<file path="config.mk">
export PLATFORM = sky130hd
export DESIGN_NAME = ifq_front_end
export DESIGN_NICKNAME = d
export VERILOG_FILES = /design/src/inc/ifq_pkg.sv /design/src/inc/ifq_retire_if.sv /design/src/rtl/ifq_front_end.sv /design/src/rtl/ifq_fp_pipe.sv /design/src/rtl/ifq_retire_queue.sv
export SDC_FILE = /design/constraint.sdc
export NUM_CORES = 2
export LEC_CHECK = 0
export BUFFER_PORTS_ARGS = -buffer_cell sky130_fd_sc_hd__clkbuf_2
export CAP_MARGIN = 20
export CORE_MARGIN = 4
export CORE_UTILIZATION = 42
export DETAILED_ROUTE_END_ITERATION = 6
export GPL_TIMING_DRIVEN = 0
export SKIP_CTS_REPAIR_TIMING = 1
export SLEW_MARGIN = 25
export SYNTH_ARGS = -nofsm -noshare
export SYNTH_HDL_FRONTEND = slang
export SYNTH_SLANG_ARGS = --single-unit
export TNS_END_PERCENT = 1
</file>
<file path="constraint.sdc">
create_clock -name clk -period 9.95 [get_ports clk]
set_input_delay 0.4975 -clock clk [delete_from_list [all_inputs] [get_ports clk]]
set_output_delay 0.4975 -clock clk [all_outputs]
set_load 0.005 [all_outputs]
</file>
<file path="src/inc/ifq_pkg.sv">
// Purpose: shared constants and types for the fetch/dispatch/retire block
// Assumes: single core clock, synchronous active-high reset
// Notes:   instruction words are 32 bits; a memory beat carries two
`default_nettype none
package ifq_pkg;
  localparam int INSN_W       = 32;
  localparam int ADDR_W       = 32;
  localparam int IQ_DEPTH     = 6;
  localparam int IQ_CNT_W     = 3;
  localparam int FETCH_MAX    = 4;
  localparam int DISP_MAX     = 2;
  localparam int RQ_DEPTH     = 6;
  localparam int RQ_IDX_W     = 3;
  localparam int RETIRE_MAX   = 2;
  localparam int FP_STAGES    = 3;
  localparam int BTC_INSNS    = 2;
  localparam int BEAT_INSNS   = 2;
  localparam int L2_LATENCY   = 5;
  localparam int L2_CNT_W     = 3;
  localparam logic [IQ_CNT_W-1:0] IQ_CNT_ZERO = 3'h0;
  localparam logic [ADDR_W-1:0]   RESET_PC    = 32'h0000_0000;
  localparam logic [ADDR_W-1:0]   INSN_BYTES  = 32'h0000_0004;

  typedef logic [INSN_W-1:0] ifq_insn_type;

  // source that answers the current fetch
  typedef enum logic [1:0] {
    IFQ_SRC_L1, IFQ_SRC_BTC, IFQ_SRC_L2, IFQ_SRC_MEM
  } ifq_src_type;

  // fetch engine states
  typedef enum logic [2:0] {
    IFQ_ST_IDLE, IFQ_ST_WAIT_RELOAD, IFQ_ST_L2, IFQ_ST_MEM
  } ifq_state_type;

  // instruction classes known at decode
  typedef enum logic [1:0] {
    IFQ_CL_INT, IFQ_CL_FP, IFQ_CL_BRANCH_FOLD, IFQ_CL_BRANCH_LINK
  } ifq_class_type;
endpackage
`default_nettype wire

</file>
<file path="src/inc/ifq_retire_if.sv">
// Purpose: carrier between the top and the retire queue
// Assumes: dispatch and finish are same-cycle requests
// Notes:   vacancy is last-cycle free count, used to gate dispatch
`default_nettype none
interface ifq_retire_if;
  import ifq_pkg::*;
  logic [1:0]          alloc_count;
  logic [RQ_IDX_W-1:0] vacancy;
  logic [RQ_IDX_W-1:0] alloc_idx [DISP_MAX];
  logic [RQ_DEPTH-1:0] finish_vec;
  logic [1:0]          retire_count;
  logic                flush;
  modport owner (input alloc_count, finish_vec, flush,
                 output vacancy, alloc_idx, retire_count);
  modport user  (output alloc_count, finish_vec, flush,
                 input vacancy, alloc_idx, retire_count);
endinterface
`default_nettype wire

</file>
<file path="src/rtl/ifq_front_end.sv">
// Purpose: fetch, instruction queue, dispatch and retire timing
// Assumes: caches answer in the cycle of a request; classes decoded
// Notes:   integer ops finish one cycle after dispatch
//
// Overview of operation
// RL1: hold fetch while cache reloads a line
// RL2: L1 hit fills queue next cycle
// RL3: cache hits allowed under a pending miss; here fetch waits until the miss is served
// RL4: critical double word cached and forwarded together
// RL5: fetch count equals last-cycle queue vacancies, capped at four
// RL6: dispatch from two lowest slots, lowest entries
// RL7: dispatch limited by last-cycle retire queue vacancies
// RL8: fold taken non-link branches, no entry
// RL9: target cache hit delivers two next cycle
// RL10: floating pipe has three stages, one/cycle
// RL11: retire strictly in program order
// RL12: at most two retire per cycle
// RL13: retiring frees entry within its cycle
// RL14: memory beat of two goes to cache and queue
// RL15: level-two hit returns after five cycles
// RL16: six-entry fifo retire queue
// RL17: second slot never dispatches before first
// RL18: reset empties queues, cancels fetch
`default_nettype none
module ifq_front_end
  import ifq_pkg::*;
(
  // clock and reset
  input  wire logic                  clk,
  input  wire logic                  reset,
  // level-one cache
  output logic                       l1_req,
  output logic [ADDR_W-1:0]          l1_addr,
  output logic [2:0]                 l1_count,
  input  wire logic                  l1_busy,
  input  wire logic                  l1_hit,
  input  wire ifq_pkg::ifq_insn_type l1_data [ifq_pkg::FETCH_MAX],
  // branch target cache
  input  wire logic                  btc_hit,
  input  wire ifq_pkg::ifq_insn_type btc_data [ifq_pkg::BTC_INSNS],
  // level-two cache
  output logic                       l2_req,
  input  wire logic                  l2_hit,
  input  wire ifq_pkg::ifq_insn_type l2_data [ifq_pkg::BEAT_INSNS],
  // system bus beat
  output logic                       mem_req,
  input  wire logic                  mem_beat,
  input  wire ifq_pkg::ifq_insn_type mem_data [ifq_pkg::BEAT_INSNS],
  output logic                       fill_write,
  output ifq_pkg::ifq_insn_type      fill_data [ifq_pkg::BEAT_INSNS],
  // branch resolution from decode
  input  wire logic                  br_taken,
  input  wire logic [ADDR_W-1:0]     br_target,
  input  wire logic                  br_updates_link,
  // classification of the two lowest slots
  input  wire ifq_pkg::ifq_class_type slot_class [ifq_pkg::DISP_MAX],
  // dispatch and retire view
  output logic [1:0]                 disp_count,
  output ifq_pkg::ifq_insn_type      fetch_slot_first,
  output ifq_pkg::ifq_insn_type      fetch_slot_second,
  output logic [1:0]                 retire_count,
  output logic [IQ_CNT_W-1:0]        iq_level
);
  import ifq_pkg::*;

  ifq_retire_if rq ();

  ifq_insn_type  iq_reg [IQ_DEPTH];
  logic [IQ_CNT_W-1:0] iq_cnt_reg;
  logic [IQ_CNT_W-1:0] iq_vac_reg;
  ifq_state_type state_reg;
  logic [ADDR_W-1:0]   pc_reg;
  logic [L2_CNT_W-1:0] l2_cnt_reg;
  logic                fold_reg;
  logic                int_done_reg [DISP_MAX];
  logic [RQ_IDX_W-1:0] int_idx_reg  [DISP_MAX];
  logic                fp_issue;
  logic [RQ_IDX_W-1:0] fp_issue_idx;
  logic                fp_done;
  logic [RQ_IDX_W-1:0] fp_done_idx;

  // fetch size is last-cycle vacancy capped at four; zero if full
  wire [2:0] want = (iq_vac_reg > IQ_CNT_W'(FETCH_MAX)) ?
                    3'(FETCH_MAX) : 3'(iq_vac_reg);         // see RL5
  wire idle = (state_reg == IFQ_ST_IDLE);

  // a folded branch redirects; target cache gives two at once
  wire fold_now = br_taken && !br_updates_link &&
                  (iq_cnt_reg != IQ_CNT_ZERO);              // see RL8
  wire btc_take = fold_reg && btc_hit;                      // see RL9

  // cache arbitration: no level-one request while a reload is running
  assign l1_req   = idle && !l1_busy && (want != 3'h0) &&
                    !fold_reg && !fold_now;                 // see RL1
  assign l1_addr  = pc_reg;
  assign l1_count = want;
  wire l1_take    = l1_req && l1_hit;                       // see RL2
  wire l1_miss    = l1_req && !l1_hit && !btc_take;
  assign l2_req   = (state_reg == IFQ_ST_L2) &&
                    (l2_cnt_reg == L2_CNT_W'(0));
  assign mem_req  = (state_reg == IFQ_ST_MEM);

  // critical double word goes to cache and queue in one cycle
  wire beat_take  = mem_req && mem_beat;                    // see RL14
  wire l2_take    = l2_req && l2_hit;                       // see RL15
  assign fill_write = beat_take;                            // see RL4
  assign fill_data  = mem_data;

  // dispatch: slot 0 first, slot 1 only with slot 0
  wire s0_ok = (iq_cnt_reg != IQ_CNT_ZERO) &&
               (slot_class[0] != IFQ_CL_BRANCH_FOLD) &&
               (rq.vacancy != RQ_IDX_W'(0));                // see RL7
  // one float unit only: a second float op waits for the next cycle
  wire s1_ok = s0_ok && (iq_cnt_reg > IQ_CNT_W'(1)) &&
               (slot_class[1] != IFQ_CL_BRANCH_FOLD) &&
               !(slot_class[0] == IFQ_CL_FP &&
                 slot_class[1] == IFQ_CL_FP) &&
               (rq.vacancy > RQ_IDX_W'(1));                 // see RL17
  wire [1:0] d_n = {1'b0, s0_ok} + {1'b0, s1_ok};
  assign disp_count     = d_n;
  assign rq.alloc_count = d_n;                              // see RL6
  assign rq.flush       = 1'b0;

  // number of words arriving this cycle and their source
  wire [2:0] in_n = fold_now ? 3'h0 :
                    btc_take ? 3'(BTC_INSNS) :
                    l1_take ? want :
                    (l2_take || beat_take) ? 3'(BEAT_INSNS) : 3'h0;
  // a fold drops the branch and the wrong-path words queued behind it
  wire [IQ_CNT_W-1:0] rem_n = fold_now ? iq_cnt_reg :
                              IQ_CNT_W'(d_n);               // see RL8
  wire [IQ_CNT_W-1:0] base  = iq_cnt_reg - rem_n;

  function automatic ifq_insn_type pick(input int k);
    if (btc_take)     return btc_data[k % BTC_INSNS];
    else if (l1_take) return l1_data[k % FETCH_MAX];
    else if (l2_take) return l2_data[k % BEAT_INSNS];
    else              return mem_data[k % BEAT_INSNS];
  endfunction

  // shift out dispatched words, append fetched ones behind
  genvar g;
  generate
    for (g = 0; g < IQ_DEPTH; g++) begin : g_iq
      wire [IQ_CNT_W-1:0] src = IQ_CNT_W'(g) + rem_n;
      wire in_slot = (IQ_CNT_W'(g) >= base) &&
                     (IQ_CNT_W'(g) < base + IQ_CNT_W'(in_n));
      always_ff @(posedge clk) begin
        if (in_slot) begin
          iq_reg[g] <= pick(g - int'(base));
        end else if (src < IQ_CNT_W'(IQ_DEPTH)) begin
          iq_reg[g] <= iq_reg[src];
        end
      end
    end
  endgenerate

  // queue level and last-cycle vacancy; reset empties the queue
  always_ff @(posedge clk) begin
    if (reset) begin
      iq_cnt_reg <= IQ_CNT_ZERO;                            // see RL18
      iq_vac_reg <= IQ_CNT_W'(IQ_DEPTH);
    end else begin
      iq_cnt_reg <= base + IQ_CNT_W'(in_n);
      // vacancy left at the end of this cycle sizes the next fetch, so
      // a level-one fetch can never overfill the queue; level-two and memory fills add two words whatever the vacancy
      iq_vac_reg <= IQ_CNT_W'(IQ_DEPTH) - (base + IQ_CNT_W'(in_n));
    end
  end

  // fetch engine: L1 hit or miss to L2, then to system memory
  always_ff @(posedge clk) begin
    if (reset) begin
      state_reg  <= IFQ_ST_IDLE;                            // see RL18
      pc_reg     <= RESET_PC;
      l2_cnt_reg <= '0;
      fold_reg   <= 1'b0;
    end else begin
      fold_reg <= fold_now;
      if (fold_now) begin
        pc_reg <= br_target;
      end else if (in_n != 3'h0) begin
        pc_reg <= pc_reg + INSN_BYTES * ADDR_W'(in_n);
      end
      case (state_reg)
        IFQ_ST_IDLE: begin
          if (l1_busy && l1_req) state_reg <= IFQ_ST_WAIT_RELOAD;
          else if (l1_miss) begin
            state_reg  <= IFQ_ST_L2;
            l2_cnt_reg <= L2_CNT_W'(L2_LATENCY - 1);        // see RL15
          end
        end
        IFQ_ST_WAIT_RELOAD: begin
          if (!l1_busy) state_reg <= IFQ_ST_IDLE;           // see RL1
        end
        IFQ_ST_L2: begin
          if (l2_cnt_reg != L2_CNT_W'(0)) begin
            l2_cnt_reg <= l2_cnt_reg - L2_CNT_W'(1);
          end else if (l2_hit) begin
            state_reg <= IFQ_ST_IDLE;
          end else begin
            state_reg <= IFQ_ST_MEM;
          end
        end
        IFQ_ST_MEM: begin
          if (mem_beat) state_reg <= IFQ_ST_IDLE;           // see RL3
        end
        default: state_reg <= IFQ_ST_IDLE;
      endcase
    end
  end

  // integer ops finish next cycle; float ops go down the pipe
  assign fp_issue     = (s0_ok && slot_class[0] == IFQ_CL_FP) ||
                        (s1_ok && slot_class[1] == IFQ_CL_FP);
  assign fp_issue_idx = (s0_ok && slot_class[0] == IFQ_CL_FP) ?
                        rq.alloc_idx[0] : rq.alloc_idx[1];

  always_ff @(posedge clk) begin
    if (reset) begin
      int_done_reg[0] <= 1'b0;
      int_done_reg[1] <= 1'b0;
    end else begin
      int_done_reg[0] <= s0_ok && slot_class[0] != IFQ_CL_FP;
      int_done_reg[1] <= s1_ok && slot_class[1] != IFQ_CL_FP;
    end
    int_idx_reg[0] <= rq.alloc_idx[0];
    int_idx_reg[1] <= rq.alloc_idx[1];
  end

  always_comb begin
    rq.finish_vec = '0;
    if (int_done_reg[0]) rq.finish_vec[int_idx_reg[0]] = 1'b1;
    if (int_done_reg[1]) rq.finish_vec[int_idx_reg[1]] = 1'b1;
    if (fp_done)         rq.finish_vec[fp_done_idx]    = 1'b1;
  end

  ifq_fp_pipe u_fp (
    .clk         (clk),
    .reset       (reset),
    .issue_valid (fp_issue),
    .issue_idx   (fp_issue_idx),
    .done_valid  (fp_done),
    .done_idx    (fp_done_idx)
  );

  ifq_retire_queue u_rq (
    .clk   (clk),
    .reset (reset),
    .rq    (rq)
  );

  assign fetch_slot_first  = iq_reg[0];
  assign fetch_slot_second = iq_reg[1];
  assign retire_count      = rq.retire_count;
  assign iq_level          = iq_cnt_reg;
endmodule
`default_nettype wire

</file>
<file path="src/rtl/ifq_fp_pipe.sv">
// Purpose: three-stage floating-point execute pipeline timing model
// Assumes: one issue per cycle, no stalls inside the pipe
// Notes:   carries the retire queue index of each instruction
`default_nettype none
module ifq_fp_pipe
  import ifq_pkg::*;
(
  // clock and reset
  input  wire logic                clk,
  input  wire logic                reset,
  // issue side
  input  wire logic                issue_valid,
  input  wire logic [RQ_IDX_W-1:0] issue_idx,
  // finish side
  output logic                     done_valid,
  output logic [RQ_IDX_W-1:0]      done_idx
);
  import ifq_pkg::*;
  logic [FP_STAGES-1:0] valid_reg;
  logic [RQ_IDX_W-1:0]  idx_reg [FP_STAGES];

  // each stage advances every cycle so a new op may enter each cycle
  always_ff @(posedge clk) begin
    if (reset) begin
      valid_reg <= '0;
    end else begin
      valid_reg <= {valid_reg[FP_STAGES-2:0], issue_valid}; // see RL10
    end
  end

  always_ff @(posedge clk) begin
    idx_reg[0] <= issue_idx;
  end

  genvar s;
  generate
    for (s = 1; s < FP_STAGES; s++) begin : g_stage
      always_ff @(posedge clk) begin
        idx_reg[s] <= idx_reg[s-1];
      end
    end
  endgenerate

  assign done_valid = valid_reg[FP_STAGES-1];
  assign done_idx   = idx_reg[FP_STAGES-1];
endmodule
`default_nettype wire

</file>
<file path="src/rtl/ifq_retire_queue.sv">
// Purpose: six-entry in-order retire queue
// Assumes: allocation count never exceeds last-cycle vacancy
// Notes:   up to two oldest finished entries retire per cycle
`default_nettype none
module ifq_retire_queue
  import ifq_pkg::*;
(
  // clock and reset
  input  wire logic clk,
  input  wire logic reset,
  // queue port
  ifq_retire_if.owner rq
);
  import ifq_pkg::*;
  logic [RQ_DEPTH-1:0] busy_reg;
  logic [RQ_DEPTH-1:0] done_reg;
  logic [RQ_IDX_W-1:0] head_reg;
  logic [RQ_IDX_W-1:0] tail_reg;
  logic [RQ_IDX_W-1:0] count_reg;
  logic [RQ_IDX_W-1:0] vacancy_reg;

  function automatic logic [RQ_IDX_W-1:0] wrap_add(
    input logic [RQ_IDX_W-1:0] a, input logic [RQ_IDX_W-1:0] b);
    logic [RQ_IDX_W:0] s;
    s = {1'b0, a} + {1'b0, b};
    if (s >= RQ_IDX_W'(RQ_DEPTH)) s = s - (RQ_IDX_W+1)'(RQ_DEPTH);
    return s[RQ_IDX_W-1:0];
  endfunction

  // retire only from the head, oldest first, at most two
  wire [RQ_IDX_W-1:0] head1 = wrap_add(head_reg, RQ_IDX_W'(1));
  wire ret0 = busy_reg[head_reg] && (done_reg[head_reg] ||
              rq.finish_vec[head_reg]);                     // see RL11
  wire ret1 = ret0 && busy_reg[head1] && (done_reg[head1] ||
              rq.finish_vec[head1]);                        // see RL12
  wire [1:0] ret_n = {1'b0, ret0} + {1'b0, ret1};

  assign rq.retire_count = ret_n;
  assign rq.vacancy      = vacancy_reg;
  assign rq.alloc_idx[0] = tail_reg;                        // see RL16
  assign rq.alloc_idx[1] = wrap_add(tail_reg, RQ_IDX_W'(1));

  // free entries at end of the retiring cycle; fifo pointers
  always_ff @(posedge clk) begin
    if (reset || rq.flush) begin
      busy_reg    <= '0;
      done_reg    <= '0;
      head_reg    <= '0;
      tail_reg    <= '0;
      count_reg   <= '0;
      vacancy_reg <= RQ_IDX_W'(RQ_DEPTH);
    end else begin
      busy_reg <= busy_reg;
      done_reg <= done_reg | rq.finish_vec;
      if (ret0) begin
        busy_reg[head_reg] <= 1'b0;                         // see RL13
        done_reg[head_reg] <= 1'b0;
      end
      if (ret1) begin
        busy_reg[head1] <= 1'b0;
        done_reg[head1] <= 1'b0;
      end
      if (rq.alloc_count != 2'h0) busy_reg[tail_reg] <= 1'b1;
      if (rq.alloc_count == 2'h2) busy_reg[rq.alloc_idx[1]] <= 1'b1;
      head_reg    <= wrap_add(head_reg, RQ_IDX_W'(ret_n));
      tail_reg    <= wrap_add(tail_reg, RQ_IDX_W'(rq.alloc_count));
      count_reg   <= count_reg + RQ_IDX_W'(rq.alloc_count)
                     - RQ_IDX_W'(ret_n);
      vacancy_reg <= RQ_IDX_W'(RQ_DEPTH) - count_reg
                     - RQ_IDX_W'(rq.alloc_count) + RQ_IDX_W'(ret_n);
    end
  end
endmodule
`default_nettype wire

</file>
* Word level (Yosys, flattened, before mapping)
Memory sizes are Yosys's and may differ from the RTL's. Index checks and enable logic that the tools add are counted.
Storage, ports and cells: register bits 72, bits in writable memories 209, bits of input ports 365, output and inout port bits 174, logic and storage cells 429, memories 4
Memory list:
- iq_reg | words 6, bits a word 32, rd ports 8, clocked after Yosys merged registers in 0, write ports 6, line ifq_front_end.sv:68 | ifq_insn_type iq_reg [IQ_DEPTH];
- u_fp.idx_reg | words 3, bits a word 3, rd ports 3, clocked after Yosys merged registers in 0, write ports 3, line ifq_fp_pipe.sv:20 | logic [RQ_IDX_W-1:0] idx_reg [FP_STAGES];
- int_idx_reg | words 2, bits a word 3, rd ports 2, clocked after Yosys merged registers in 0, write ports 2, line ifq_front_end.sv:76 | logic [RQ_IDX_W-1:0] int_idx_reg [DISP_MAX];
- int_done_reg | words 2, bits a word 1, rd ports 2, clocked after Yosys merged registers in 0, write ports 2, line ifq_front_end.sv:75 | logic int_done_reg [DISP_MAX];
Cells by class: $add $sub $neg 31, magnitude comparators 51, equality and inequality tests 17, muxes and demuxes 200, bitwise operators 43, reductions and logical operators 70
Operators by type and width (number):
- two-way mux 32 bit | 98
- binary-select mux 32 bit (select 2 bit) | 6
- inverter 32 bit | 12
- greater-or-equal comparator 32 x 2 -> 1 bit (second input constant) | 6
- greater-or-equal comparator 32 x 3 -> 1 bit (second input constant) | 6
- two-way mux 6 bit | 13
- two-way mux 3 bit | 18
- two-way mux 1 bit | 48
- logical AND 1 bit | 41
- adder 32 x 5 -> 32 bit | 1
- bitwise OR 6 bit | 5
- < comparator 3 x 4 -> 1 bit (second input constant) | 7
- AND 6 bit | 4
- demux 1 bit (select 3 bit) | 7
- greater-or-equal comparator 3 x 1 -> 1 bit (second input constant) | 7
- binary-select mux 1 bit (select 3 bit) | 6
- < comparator 3 bit (second input constant) | 6
- greater-or-equal comparator 4 x 3 -> 1 bit (second input constant) | 4
- nonzero test 3 bit | 5
- AND 1 bit | 12
- inverter 6 bit | 2
- case mux 3 bit (4 select lines) | 1
- OR reduction 2 bit | 6
- subtractor 3 bit (second input constant) | 4
- 38 further kinds | 87

* Logic depth before layout (Yosys ltp)
An unclocked memory read counts as a cell.
word-level depth 24, depth in mapped cells 21, mapped depth without buffers 15

* Hierarchy
A second synthesis with hierarchy kept.
Second synthesis, totals: cells, all modules 2835, area, all modules 27699.1 µm²
By module, submodules not included:
- ifq_front_end | times used 1, cells each 2586, area each 25538.2 µm²
- ifq_retire_queue | times used 1, cells each 231, area each 1879.3 µm²
- ifq_fp_pipe | times used 1, cells each 18, area each 281.5 µm²

* Worst setup path before layout
OpenSTA, ideal clock, no wires.
path type register -> register, start point register iq_cnt_reg[1], in the netlist iq_level[1], end point memory iq_reg[1][0] in the netlist's numbering (enable), library setup time 0.430 ns, arrival time 5.863 ns, data required time 9.520 ns, setup slack 3.657 ns, stages on the path, launching flop included 18, buffers on the path 4, clock period less this slack 6.293 ns, path through dfxtp_1 > nor3_2 > a21o_1 > nor2_1 > ha_1 > o21ai_1 > nand2_1 > clkbuf_1 > clkbuf_1 > ha_1 > buf_2 > inv_2 > buf_1 > ha_1 > fa_1 > xor2_2 > nor2_1 > o2bb2ai_1
RTL lines:
- start, declared | line ifq_front_end.sv:69 | logic [IQ_CNT_W-1:0] iq_cnt_reg;
- start signal, assigned | line ifq_front_end.sv:164 | iq_cnt_reg <= base + IQ_CNT_W'(in_n);
- end, declared | line ifq_front_end.sv:68

==> results by group <==
Status
  – Status: completed

Worst setup path
  – Worst setup SP type: flop
  – CP Class: reg2reg
  – Critical path arrival: 9.20 ns
  – CP Cell Sequence: nor3_2 > a21o_1 > nor2_1 > ha_1 > o21ai_1 > nand2_1 > clkbuf_1 > clkbuf_1 > ha_1 > inv_1 > fa_1 > buf_2 > clkbuf_2 > inv_1 > ha_1 > clkbuf_2 > clkbuf_1 > mux4_2 > a21boi_0 > mux2i_1
  – Slowest-stage cell, CP: fa_1
  – Nature of the critical path endpoint: flop
  – Critical Path Max Stage Delay: 0.76 ns
  – Maximum fanout along the worst path: 11
  – Worst Path Required: 10.22 ns

GRT
  – Vias in the first global route: 28,100
  – First-pass GRT wire length: 191 mm
  – Pin count of the biggest net entering global routing: 33
  – GRT Total Usage: 38.1%
  – Total gr overflow: 0
  – Initial antenna violation count: 5

Finish
  – Area Overhead vs Synth: 19.4%
  – Final-layout fill cell count: 5,852
  – Layout cell share with drive strength beyond 1: 32.2%
  – Area of the multi-input gates: 17,500 sq um
  – Number of flip-flops in the largest register: 192
  – Sequential Area: 7490 sq um
  – Nets: 3,672

Clock tree
  – Clk_lat worst skew: 0.56 ns
  – CTS tree: built
  – Clock transition at the registers of the reported paths: 0.06 ns
  – Num Clock Sinks: 278
  – Clk buf depth: 3
  – CTS buffer count: 36
  – Clk root buf: clkbuf_16
  – Htree depth: 2

Floorplan
  – I/O Pins: 539
  – DIE HEIGHT: 260 um
  – Die footprint: 67,700 sq um
  – Std-Cell Rows: 92
  – DIE WIDTH: 260 um
  – Core ar.: 63,000 sq um
  – Initial Util: 42.4%

Timing
  – Min cycle time layout: 8.94 ns
  – Rel. slew slack: 23.2%
  – Worst-Margin Slew: 1.15 ns
  – Final period util: 89.8%
  – Smallest setup slack after layout: 1.01 ns
  – Setup tns final: 0 ns
  – Max-slew violation count: 0
  – Clock skew: 0.0221 ns
  – Final Hold Vio Count: 0
  – Maximum clock rate: 112 MHz
  – # setup viols final: 0
  – RSZ-0062 raised after global routing: false

Yosys
  – Cell variety after synth: 83
  – Number of synthesized register bits: 278
  – Asr flop ratio synth: 0%
  – Cell Area, Synth: 26,700 sq um
  – Post-Syn Area per Cell: 9.95 sq um
  – Yosys warns: 0
  – Post-synth EDFFs: 192
  – Ys flop type: edfxtp_1
  – Area contributors post-synth: edfxtp_1, mux4_2, mux2i_1, dfxtp_1, mux2_2
  – Post-synthesis sequential area ratio: 28.0%
  – Cell count after synthesis: 2,683
  – Leading area contributor after synthesis: edfxtp_1
  – Synth top area share: 21.6%
  – Synthesized net count: 3,088

Route
  – Wirelength per Cell: 32.7 um
  – Via count: 28,500
  – Routed wire length: 135 mm
  – DRT Pass-1 Iters: 6
  – Post-route ant nets: 0
  – Remaining DRCs: 0
  – 1st-iter DRT viols: 3,550
  – Drt via density: 6.88

Min path
  – HP Class: in2reg

Placement
  – DP Wirelength: 102 mm
  – Final GP Congestion: 0.993
  – Placement Setup Slack: 1.12 ns
  – Buffers added on ports: 538

Job
  – Max_cap viols: 0
cell usage after synthesis, types with 24 or more instances:
| cell type | instances |
|---|---|
| a211oi_1 | 57 |
| a21boi_0 | 96 |
| a21oi_1 | 98 |
| a311oi_1 | 36 |
| a31oi_1 | 68 |
| and3_1 | 38 |
| buf_1 | 24 |
| buf_2 | 38 |
| buf_4 | 73 |
| clkbuf_1 | 175 |
| dfxtp_1 | 86 |
| edfxtp_1 | 192 |
| ha_1 | 32 |
| inv_1 | 37 |
| mux2_2 | 98 |
| mux2i_1 | 261 |
| mux4_2 | 194 |
| nand2_1 | 122 |
| nand3_1 | 174 |
| nand3b_1 | 35 |
| nor2_1 | 205 |
| nor3_1 | 89 |
| o21ai_0 | 110 |
| o221ai_1 | 98 |
| o41a_1 | 32 |
cell families (layout without fill, tap and decap cells):
group / Yosys count / count (layout) / synth area share (%)
compound gates: 653 / 653 / 17.6
xor+xnor: 38 / 38 / 1.30
fa+ha+maj: 40 / 40 / 2.10
buf+inv: 360 / 969 / 6.55
flops: 278 / 278 / 28.0
mux: 553 / 553 / 30.3
other cells: 0 / 4 / 0
simple gates: 761 / 761 / 14.2
cell usage in the layout, fill, tap and decap left out, types with 7 or more instances in the layout:
master,n
clkbuf_2,548
mux2i_1,261
nor2_1,205
mux4_2,194
edfxtp_1,192
clkbuf_1,177
nand3_1,174
nand2_1,121
o21ai_0,110
a21oi_1,98
mux2_2,98
o221ai_1,97
a21boi_0,96
nor3_1,89
dfxtp_1,86
buf_4,73
a31oi_1,68
a211oi_1,57
buf_2,43
and3_1,38
inv_1,37
clkbuf_16,37
a311oi_1,36
nand3b_1,35
o41a_1,32
ha_1,32
xnor2_1,23
nor2b_1,17
buf_1,17
xor2_1,13
nand2b_1,12
buf_6,10
nor4bb_1,9
nor4_1,9
nand4_1,9
fa_1,8
a21o_1,7
worst paths after layout:
path	from	to	slack, ns	cells past startpoint
min	br_target[1]	l1_addr[1]$_SDFFE_PP0P_	0.17	3
max reg2reg	iq_level[1]$_SDFF_PP0_	iq_reg[4][18]$_DFFE_PP_	1.01	20
min reg2reg	u_fp.idx_reg[0][4]$_DFF_P_	u_fp.idx_reg[0][7]$_DFF_P_	0.33	0
max	iq_level[1]$_SDFF_PP0_	iq_reg[4][18]$_DFFE_PP_	1.01	20
through the flow:
step	util [%]	hold WS [ns]	instances	instance area [sq um]
after global routing	50.6	0.182	4142	31900
after global placement	48.4	0.311	4067	30500
after floorplan	-	0.310	2683	26700
final	50.6	0.174	4142	31900
after detailed placement	48.8	0.312	4075	30700
after CTS	50.6	0.152	4138	31900
per-layer routing:
metal | part of all wire [%] | vias to the layer above | GRT usage [%]
met3 | 13 | 479 | 11.2
li1 | - | 11700 | -
met1 | 37 | 13900 | 48.9
met5 | 0.0089 | - | 0
met4 | 6.4 | 2 | 20.5
met2 | 44 | 2320 | 58.0
layout make-up:
class / instances / area share (%)
multi-input cells: 2045 / 55.0
flip-flops and latches: 278 / 23.5
repair buffers: 546 / 9.02
plain buffers: 320 / 5.07
well taps: 846 / 3.32
clock buffers: 52 / 3.24
inverters: 40 / 0.471
clock inverters: 11 / 0.330
diodes: 4 / 0.0314
critical path: cells and delay by family, from the launching register on:
kind                       cells  cell delay [ns]
buffers and inverters          8             3.83
adders and majority gates      4             1.88
AOI/OAI and AO/OA              3             1.19
and+or+nand+nor                3             0.78
muxes                          2             0.57
DFF                            1             0.37
Power is not shown: default switching activity piles up to over one toggle a cycle in this logic, so the estimate is an artifact.
